<file path="config.mk">
export PLATFORM = sky130hd
export DESIGN_NAME = mpr_mode_page_responder
export DESIGN_NICKNAME = d
export VERILOG_FILES = /design/src/mpr_pkg.sv /design/src/mpr_mode_page_responder.sv
export VERILOG_INCLUDE_DIRS = /design/src
export SDC_FILE = /design/constraint.sdc
export NUM_CORES = 2
export LEC_CHECK = 0
export ABC_AREA = 0
export BUFFER_PORTS_ARGS = -buffer_cell sky130_fd_sc_hd__buf_2
export CORE_ASPECT_RATIO = 0.9
export CORE_MARGIN = 4
export CORE_UTILIZATION = 56
export DETAILED_ROUTE_END_ITERATION = 6
export MAX_ROUTING_LAYER = met4
export PLACE_DENSITY = 0.81
export SETUP_SLACK_MARGIN = 0.4
export SLEW_MARGIN = 20
export SYNTH_ARGS = -nofsm -noshare
export SYNTH_HDL_FRONTEND = slang
export SYNTH_SLANG_ARGS = --single-unit
</file>
<file path="constraint.sdc">
create_clock -name pclk -period 10.3 [get_ports pclk]
set_clock_uncertainty 0.2 [all_clocks]
set_input_delay 1.545 -clock pclk [delete_from_list [all_inputs] [get_ports pclk]]
set_output_delay 1.545 -clock pclk [all_outputs]
set_load 0.03 [all_outputs]
</file>
<file path="src/mpr_consts.svh">
// Constants of the mode page responder: addresses, page codes, byte offsets and values
`ifndef MPR_CONSTS_SVH
`define MPR_CONSTS_SVH

// Register byte addresses
`define MPR_ADDR_REQ     12'h000
`define MPR_ADDR_STAT    12'h004
`define MPR_ADDR_SRC     12'h008
`define MPR_ADDR_TEXT0   12'h040
`define MPR_ADDR_TEXTN   12'h08C

// Request word fields
`define MPR_REQ_PC_RNG    5:0
`define MPR_REQ_ALLOC_RNG 15:8

// Status word bits
`define MPR_STAT_BUSY 0
`define MPR_STAT_DONE 1
`define MPR_STAT_BAD  2

// Display line source flag field
`define MPR_SRC_RNG 3:0

// Text memory geometry
`define MPR_TEXT_BYTES 7'd80
`define MPR_TEXT_W0    6'h10

// Page codes
`define MPR_CODE_GEO 8'h1E
`define MPR_CODE_CAP 8'h1F
`define MPR_CODE_DSP 8'h22
`define MPR_CODE_ALL 8'h3F
`define MPR_PS_FLAG  8'h80

// Parameter list lengths
`define MPR_LEN_GEO 8'h02
`define MPR_LEN_CAP 8'h12
`define MPR_LEN_DSP 8'h52

// Capability values
`define MPR_STORE_CAP   8'h0F
`define MPR_PAIR_PICKER 8'h0E
`define MPR_PAIR_SHELF  8'h0F
`define MPR_PAIR_MAIL   8'h0B
`define MPR_PAIR_DRIVE  8'h0F
`define MPR_SRC_PICKER  2'd0
`define MPR_SRC_SHELF   2'd1
`define MPR_SRC_MAIL    2'd2
`define MPR_SRC_DRIVE   2'd3

// Sizes in bytes
`define MPR_HDR_LEN  7'd4
`define MPR_GEO_SIZE 7'd4
`define MPR_CAP_SIZE 7'd20
`define MPR_DSP_SIZE 7'd84

// Byte offsets inside a page, and capability rows compared against offset bits 6..2
`define MPR_OFF_CODE   7'd0
`define MPR_OFF_LEN    7'd1
`define MPR_OFF_B2     7'd2
`define MPR_OFF_B3     7'd3
`define MPR_DSP_TEXT0  7'd4
`define MPR_CAP_MOVE_ROW 5'd1
`define MPR_CAP_XCHG_ROW 5'd3

`endif

</file>
<file path="src/mpr_pkg.sv">
// Types shared by the mode page responder
`default_nettype none

package mpr_pkg;
  typedef enum logic [1:0] {
    MPR_ST_IDLE = 2'b00,
    MPR_ST_SEND = 2'b01
  } mpr_state_e;

  typedef enum logic [2:0] {
    MPR_K_NONE = 3'h0,
    MPR_K_GEO  = 3'h1,
    MPR_K_CAP  = 3'h2,
    MPR_K_DSP  = 3'h3,
    MPR_K_ALL  = 3'h4
  } mpr_kind_e;
endpackage

`default_nettype wire

</file>
<file path="src/mpr_mode_page_responder.sv">
// Mode page responder: APB slave that streams mode sense header and read-only pages
// What this block does
// - Transport geometry page byte 0 carries page code 1Eh.
// - Transport geometry page has its savable flag cleared.
// - Transport geometry page byte 1 holds length 02h.
// - Transport geometry bytes 2 and 3 (rotate, member number) are zero.
// - Capabilities page byte 0 is code 1Fh, savable flag cleared.
// - Capabilities page byte 1 holds length 12h.
// - Capabilities byte 2 low nibble all ones, upper nibble zero.
// - Exchange bytes 12-15 use same layout and same two exclusions.
// - Display page byte 0 is code 22h with savable flag set.
// - Display page byte 1 holds length 52h.
// - Display byte 2 bits 3..0 flag lines 1..4 as host written.
// - Display lines 1-4 follow as four 20-byte text fields.
// - A four-byte header leads; byte 0 gives remaining length, rest zero.
// - Transfer stops at response end or allocation length; zero sends nothing.
`include "mpr_consts.svh"
`timescale 1ns/100ps
`default_nettype none

module mpr_mode_page_responder import mpr_pkg::*; (
  input  wire logic        pclk,
  input  wire logic        presetn,
  input  wire logic        psel,
  input  wire logic        penable,
  input  wire logic        pwrite,
  input  wire logic [11:0] paddr,
  input  wire logic [31:0] pwdata,
  output var  logic        pready,
  output var  logic [31:0] prdata,
  output var  logic        pslverr,
  input  wire logic        pg_ready,
  output var  logic        pg_valid,
  output var  logic [7:0]  pg_byte,
  output var  logic        pg_last
);

  mpr_state_e  state_ff;
  mpr_kind_e   kind_ff;
  logic [5:0]  pc_ff;
  logic [7:0]  alloc_ff;
  logic [6:0]  tot_ff;
  logic [6:0]  cnt_ff;
  logic [6:0]  idx_ff;
  logic [3:0]  src_ff;
  logic        done_ff;
  logic        bad_ff;
  logic [6:0]  sent_ff;
  logic [7:0]  mem [0:79];

  // Total length of the response for a page selection
  function automatic logic [6:0] kind_total(input mpr_kind_e k);
    logic [6:0] r;
    r = 7'd0;
    case (k)
      MPR_K_GEO: r = `MPR_HDR_LEN + `MPR_GEO_SIZE;
      MPR_K_CAP: r = `MPR_HDR_LEN + `MPR_CAP_SIZE;
      MPR_K_DSP: r = `MPR_HDR_LEN + `MPR_DSP_SIZE;
      MPR_K_ALL: r = `MPR_HDR_LEN + `MPR_GEO_SIZE + `MPR_CAP_SIZE + `MPR_DSP_SIZE;
      default:   r = 7'd0;
    endcase
    return r;
  endfunction

  // Move and exchange row value for one source element
  function automatic logic [7:0] pair_row(input logic [1:0] src);
    logic [7:0] r;
    r = 8'h00;
    case (src)
      `MPR_SRC_PICKER: r = `MPR_PAIR_PICKER;
      `MPR_SRC_SHELF:  r = `MPR_PAIR_SHELF;
      `MPR_SRC_MAIL:   r = `MPR_PAIR_MAIL;
      `MPR_SRC_DRIVE:  r = `MPR_PAIR_DRIVE;
      default:         r = 8'h00;
    endcase
    return r;
  endfunction

  // Byte at a response position, given its page segment and local offset
  function automatic logic [7:0] page_byte(input mpr_kind_e seg, input logic [6:0] off,
                                           input logic [6:0] idx, input logic [6:0] tot,
                                           input logic [3:0] flags, input logic [7:0] txt);
    logic [7:0] r;
    r = 8'h00;
    if (idx < `MPR_HDR_LEN) begin
      if (idx == `MPR_OFF_CODE)
        r = {1'b0, tot - `MPR_HDR_LEN};
    end else begin
      case (seg)
        MPR_K_GEO: begin
          if (off == `MPR_OFF_CODE)
            r = `MPR_CODE_GEO;
          else if (off == `MPR_OFF_LEN)
            r = `MPR_LEN_GEO;
          else
            r = 8'h00;
        end
        MPR_K_CAP: begin
          if (off == `MPR_OFF_CODE)
            r = `MPR_CODE_CAP;
          else if (off == `MPR_OFF_LEN)
            r = `MPR_LEN_CAP;
          else if (off == `MPR_OFF_B2)
            r = `MPR_STORE_CAP;
          else if (off[6:2] == `MPR_CAP_MOVE_ROW)
            r = pair_row(off[1:0]);
          else if (off[6:2] == `MPR_CAP_XCHG_ROW)
            r = pair_row(off[1:0]);
          else
            r = 8'h00;
        end
        MPR_K_DSP: begin
          if (off == `MPR_OFF_CODE)
            r = `MPR_PS_FLAG | `MPR_CODE_DSP;
          else if (off == `MPR_OFF_LEN)
            r = `MPR_LEN_DSP;
          else if (off == `MPR_OFF_B2)
            r = {4'h0, flags};
          else if (off == `MPR_OFF_B3)
            r = 8'h00;
          else
            r = txt;
        end
        default: r = 8'h00;
      endcase
    end
    return r;
  endfunction

  // APB address decode
  wire        setup    = psel & ~penable;
  wire        acc      = psel & penable & pready;
  wire        hit_req  = (paddr == `MPR_ADDR_REQ);
  wire        hit_stat = (paddr == `MPR_ADDR_STAT);
  wire        hit_src  = (paddr == `MPR_ADDR_SRC);
  wire        hit_text = (paddr >= `MPR_ADDR_TEXT0) && (paddr <= `MPR_ADDR_TEXTN) && (paddr[1:0] == 2'b00);
  wire        hit_any  = hit_req | hit_stat | hit_src | hit_text;
  wire        wr       = acc & pwrite;
  wire [5:0]  word_sel = paddr[7:2] - `MPR_TEXT_W0;
  wire [6:0]  word_b0  = {word_sel[4:0], 2'b00};

  // Request decode; a request while busy is ignored
  wire [7:0]  req_pc   = {2'b00, pwdata[`MPR_REQ_PC_RNG]};
  wire [7:0]  req_alloc = pwdata[`MPR_REQ_ALLOC_RNG];
  wire        req_wr   = wr & hit_req & (state_ff == MPR_ST_IDLE);
  mpr_kind_e  req_kind;
  assign req_kind = (req_pc == `MPR_CODE_GEO) ? MPR_K_GEO :
                    (req_pc == `MPR_CODE_CAP) ? MPR_K_CAP :
                    (req_pc == `MPR_CODE_DSP) ? MPR_K_DSP :
                    (req_pc == `MPR_CODE_ALL) ? MPR_K_ALL : MPR_K_NONE;
  wire [6:0]  req_tot  = kind_total(req_kind);
  wire [6:0]  req_cnt  = (req_alloc < {1'b0, req_tot}) ? req_alloc[6:0] : req_tot;
  wire        start    = req_wr & (req_kind != MPR_K_NONE) & (req_cnt != 7'd0);

  // Stream handshake and end of transfer
  wire        take     = (state_ff == MPR_ST_SEND) & pg_valid & pg_ready;
  wire [6:0]  idx_inc  = idx_ff + 7'd1;
  wire        fin      = take & (idx_inc == cnt_ff);
  wire [6:0]  nxt_idx  = start ? 7'd0 : idx_inc;
  wire [6:0]  cur_cnt  = start ? req_cnt : cnt_ff;
  wire [6:0]  cur_tot  = start ? req_tot : tot_ff;
  mpr_kind_e  cur_kind;
  assign cur_kind = start ? req_kind : kind_ff;

  // Segment of the next byte; all pages run in ascending code order
  wire [6:0]  body     = nxt_idx - `MPR_HDR_LEN;
  wire        in_geo   = body < `MPR_GEO_SIZE;
  wire        in_cap   = body < (`MPR_GEO_SIZE + `MPR_CAP_SIZE);
  mpr_kind_e  seg;
  assign seg = (cur_kind != MPR_K_ALL) ? cur_kind :
               in_geo ? MPR_K_GEO : in_cap ? MPR_K_CAP : MPR_K_DSP;
  wire [6:0]  seg_off  = (cur_kind != MPR_K_ALL) ? body :
                         in_geo ? body :
                         in_cap ? (body - `MPR_GEO_SIZE) :
                         (body - `MPR_GEO_SIZE - `MPR_CAP_SIZE);
  wire [6:0]  text_idx = seg_off - `MPR_DSP_TEXT0;
  wire [7:0]  text_byte = (text_idx < `MPR_TEXT_BYTES) ? mem[text_idx] : 8'h00;
  wire [7:0]  nxt_byte = page_byte(seg, seg_off, nxt_idx, cur_tot, src_ff, text_byte);
  wire        nxt_last = (nxt_idx + 7'd1) == cur_cnt;

  // Sticky status, set wins over the software clear
  wire        clr_done = wr & hit_stat & pwdata[`MPR_STAT_DONE];
  wire        clr_bad  = wr & hit_stat & pwdata[`MPR_STAT_BAD];
  wire        set_done = fin | (req_wr & ~start);
  wire        set_bad  = req_wr & (req_kind == MPR_K_NONE);
  wire        nxt_done = set_done | (done_ff & ~clr_done);
  wire        nxt_bad  = set_bad | (bad_ff & ~clr_bad);

  // Read data selection
  wire [31:0] text_word = {mem[word_b0 + 7'd3], mem[word_b0 + 7'd2], mem[word_b0 + 7'd1], mem[word_b0]};
  wire [31:0] rd_data  = hit_req  ? {16'h0000, alloc_ff, 2'b00, pc_ff} :
                         hit_stat ? {29'h0000_0000, bad_ff, done_ff, (state_ff == MPR_ST_SEND)} :
                         hit_src  ? {28'h000_0000, src_ff} :
                         hit_text ? text_word : 32'h0000_0000;

  // APB answer: one wait-free access phase after every setup
  always_ff @(posedge pclk or negedge presetn) begin
    if (!presetn) begin
      pready  <= 1'b0;
      prdata  <= 32'h0000_0000;
      pslverr <= 1'b0;
    end else begin
      pready  <= setup;
      prdata  <= (setup & ~pwrite) ? rd_data : 32'h0000_0000;
      pslverr <= setup & ~hit_any;
    end
  end

  // Software registers and display text
  always_ff @(posedge pclk or negedge presetn) begin
    if (!presetn) begin
      pc_ff    <= 6'h00;
      alloc_ff <= 8'h00;
      src_ff   <= 4'h0;
      done_ff  <= 1'b0;
      bad_ff   <= 1'b0;
      for (int i = 0; i < 80; i++) begin
        mem[i] <= 8'h00;
      end
    end else begin
      done_ff <= nxt_done;
      bad_ff  <= nxt_bad;
      if (req_wr) begin
        pc_ff    <= pwdata[`MPR_REQ_PC_RNG];
        alloc_ff <= req_alloc;
      end
      if (wr & hit_src)
        src_ff <= pwdata[`MPR_SRC_RNG];
      if (wr & hit_text) begin
        for (int k = 0; k < 4; k++) begin
          mem[word_b0 + 7'(k)] <= pwdata[8*k +: 8];
        end
      end
    end
  end

  // Byte stream state machine
  always_ff @(posedge pclk or negedge presetn) begin
    if (!presetn) begin
      state_ff <= MPR_ST_IDLE;
      kind_ff  <= MPR_K_NONE;
      tot_ff   <= 7'd0;
      cnt_ff   <= 7'd0;
      idx_ff   <= 7'd0;
      pg_valid <= 1'b0;
      pg_byte  <= 8'h00;
      pg_last  <= 1'b0;
    end else begin
      case (state_ff)
        MPR_ST_IDLE: begin
          if (start) begin
            state_ff <= MPR_ST_SEND;
            kind_ff  <= req_kind;
            tot_ff   <= req_tot;
            cnt_ff   <= req_cnt;
            idx_ff   <= nxt_idx;
            pg_valid <= 1'b1;
            pg_byte  <= nxt_byte;
            pg_last  <= nxt_last;
          end
        end
        MPR_ST_SEND: begin
          if (fin) begin
            state_ff <= MPR_ST_IDLE;
            pg_valid <= 1'b0;
            pg_byte  <= 8'h00;
            pg_last  <= 1'b0;
          end else if (take) begin
            idx_ff  <= nxt_idx;
            pg_byte <= nxt_byte;
            pg_last <= nxt_last;
          end
        end
        default: begin
          state_ff <= MPR_ST_IDLE;
          pg_valid <= 1'b0;
        end
      endcase
    end
  end

  // Count of accepted bytes, read only by the checks below
  always_ff @(posedge pclk or negedge presetn) begin
    if (!presetn)
      sent_ff <= 7'd0;
    else if (start)
      sent_ff <= 7'd0;
    else if (take)
      sent_ff <= sent_ff + 7'd1;
  end

  wire geo_at  = pg_valid && (kind_ff == MPR_K_GEO);
  wire cap_at  = pg_valid && (kind_ff == MPR_K_CAP);
  wire dsp_at  = pg_valid && (kind_ff == MPR_K_DSP);
  wire all_at  = pg_valid && (kind_ff == MPR_K_ALL);
endmodule

`default_nettype wire

</file>
==> impl_results.md <==
* Worst-path clk slew at 60 ps
* Most used DFF post-synth: dfrtp_1
* GP Congestion at 1.015
* Yosys reg bits at 728
* Setup TNS at 0 ps
* P_int at 0.004543 W
* Clk sinks at 728
* Sw Share at 23.30%
* Register area share after synthesis at 46.63%
* DRT antenna net count at 0
* Startpoint Class: primary input
* Cts bufs inserted at 76
* Synth warn at 0
* Flop pwr share at 48.3%
* Total GRT Usage at 34.02%
* Crit path DAT at 8860 ps
* Final hold slack at 287.6 ps
* Unrepaired setup endpoints after global routing: false
* Worst r2r path cells at 18
* Slew headroom at 20.96%
* Die Ht at 258.6 um
* Fill count at 5150
* DR DRC count at 1
* Number of enable flip-flop cells after synthesis at 0
* Top-count cell post-synth: dfrtp_1
* Final period util at 83.15%
* Post-Syn Area at 0.03907 mm2
* Asr flop ratio synth at 100.0%
* Critical Path RT at 10590 ps
* Crit path kind: in -> reg
* Layout cells sized above 1 at 33.82%
* Largest net degree at the start of global routing at 176
* Nets at 3252
* Routed WL at 123300 um
* Synth top area share at 46.63%
* Synth cell count leaders: 728 x dfrtp_1, 581 x mux2_2, 450 x nand2_1
* Reg area at 0.01822 mm2
* Leading area contributor after synthesis: dfrtp_1
* Status: complete, but fails checks
* Critical path fanouts, max at 26
* Failing checks: design-rule violations
* Worst Hold Class: reg -> reg
* FMAX at 116.8 MHz
* Initial antenna violation count at 8
* Worst-margin pin slew at 1181 ps
* Largest cells by area after synthesis: dfrtp_1 47%, mux2_2 17%, mux4_2 11%, nand2_1 4.3%, a221oi_1 3.2%
* Vias in the first global route at 29880
* Avg Cell Area, Syn at 11.85 um2
* Hold depth at 1
* Post-CTS setup buffer count at 0
* Final hold violations at 0
* Core utilization of the finished layout at 61.80%
* Hpwl dp at 75080 um
* Total grt overflow at 0
* Hold Buf Count CTS at 0
* Max H-tree Level at 3
* PortBufs at 93
* Clock power frac at 47.3%
* Multi-input logic area at 0.01956 mm2
* DR iter-0 viols at 3908
* Nature of the critical path endpoint: register
* Clock root buffer master: clkbuf_16
* Area of the die at 0.07406 mm2
* Site Rows at 91
* R2r setup slk at 3350 ps
* Core Area at 0.06877 mm2
* Syn nets at 3362
* Synthesis-to-finish area growth at 8.785%
* Via density at 7.207
* Minimum clock period at 8564 ps
* Later-pin clock latency in the skew report at 640 ps
* Setup-violating endpoint count in the final report at 0
* First-pass GRT wire length at 187000 um
* Placed cells at 4039
* # IOs at 94
* WL/cell at 29.48 um
* CTS tree: yes
* Synth unique cells at 82
* # resized after CTS at 0
* Fin cells at 4182
* Count of pins over their slew limit at 0
* Initial Util at 56.81%
* DIE WIDTH at 286.4 um
* DRT Pass-1 Iters at 7
* Net Switching at 0.001380 W
* Max clock buf depth at 3
* Worst VDD drop at 127.6 uV
* Synth Instances at 3297
* Logic pwr share at 4.4%
* PwrDens at 139.4 mW/mm2
* LEAKAGE at 19.60 nW
* Max capacitance violation total at 0
* Vias at 30140
==> power by group through the flow <==
stage          registers (W)  logic (W)  clock network (W)
6_report             0.00286   0.000258            0.00280
5_1_grt              0.00286   0.000277            0.00294
3_5_place_dp         0.00292   0.000255                  0
2_1_floorplan        0.00292   0.000119                  0
4_1_cts              0.00286   0.000255            0.00282
3_3_place_gp         0.00292   0.000252                  0
==> worst max-delay path: stages <==
cell and delay [ps]:
buf_2 470, nand3_1 180, nor2_1 260, o211ai_1 190, ha_1 340, a211oi_1 270, nand2_1 140, a211oi_2 240
mux2_4 370, a211o_1 320, nand2_1 120, ha_1 500, inv_1 280, a211o_1 330, and2_1 230, or2_1 260
nor3_2 250, nor2_1 140, mux2_4 330, ha_2 650, buf_4 510, mux4_2 380, mux2i_1 140, mux2_2 240
o221ai_1 130
==> path summary, 6_finish.rpt <==
kind,start,endpoint
max in group asynchronous,presetn,mem[105]$_DFFE_PN0P_
min in group asynchronous,presetn,mem[528]$_DFFE_PN0P_
hold reg to reg,alloc_ff[7]$_DFFE_PN0P_,prdata[15]$_DFF_PN0_
setup reg to reg,pg_valid$_DFFE_PN0P_,pg_byte[2]$_DFFE_PN0P_
hold / removal,alloc_ff[7]$_DFFE_PN0P_,prdata[15]$_DFF_PN0_
setup / recovery,pwdata[3],pg_byte[2]$_DFFE_PN0P_
==> sequential cells by signal, summed over array words and instances (netlist names) <==
register / flops
alloc_ff: 8
bad_ff: 1
cnt_ff: 7
done_ff: 1
idx_ff: 7
kind_ff: 3
mem: 640
pc_ff: 6
pg_byte: 8
pg_last: 1
pg_valid: 1
prdata: 32
pready: 1
pslverr: 1
src_ff: 4
tot_ff: 7
==> cells by family after synthesis <==
group / Yosys count / share of synthesized area [%]
buffers and inverters: 359 / 3.635
and+or+nand+nor: 678 / 7.568
adders and majority gates: 15 / 0.4804
DFF: 728 / 46.63
xor gates and xnor gates: 29 / 0.6854
AOI/OAI and AO/OA: 668 / 11.73
muxes: 820 / 29.27
==> layer usage <==
metal  global-route usage [%]  vias up  routed length [um]
met3                    9.727      530               14240
met2                    50.03     2038               55600
met5                        -        -                   0
met1                    42.78    15300               44960
li1                         -    12270                   -
met4                    18.94        0                8474
==> placed cells by master, fill, tap and decap left out, types with 6 or more instances in the layout <==
cell       synthesis  layout
clkbuf_8           0      16
a211o_1            6       6
buf_4              2      44
mux2i_1           38      38
nor2_1            65      64
nand2_2            2      18
diode_2            0       8
a22o_1            13      13
clkbuf_1         250      20
xnor2_1           20      20
o21ai_0          146     146
nand2_1          450     432
a21oi_1           56      56
nor4_1            35      32
o221ai_1          20      20
buf_2             37      90
a221oi_1         144     144
and3_1            10      10
xor2_1             8       8
a22oi_1            7       7
mux2_2           581     581
mux4_2           199     199
o21ai_1            6       6
nor3_1            28      28
inv_1             24      23
and2_1             7       7
a31oi_1          151     151
o211ai_1           6       6
clkbuf_16          0      77
o22ai_1           55      55
dfrtp_1          728     727
clkinv_2           0       9
a211oi_1           6       6
ha_1              15      14
nand3_1           30      25
==> cell type report <==
type                       count  area share [%]
multi-input combinational   2210           46.02
sequential                   728           42.87
clock buffer                 113           5.229
tap                          930           2.738
timing repair buffer         142           2.179
clock inverter                22          0.6418
inverter                      29          0.2738
antenna                        8         0.04710
==> metrics by stage <==
stage / power [W] / worst slack, ps / cell area, um2
after detailed placement: 0.003170 / 1304 / 39980
after floorplan: 0.003036 / 2138 / 39070
final: 0.005923 / 1736 / 42500
after global routing: 0.006082 / 1268 / 42490
after CTS: 0.005936 / 1927 / 42470
after global placement: 0.003168 / 1448 / 39980
Power figures use the tool's default switching activity.
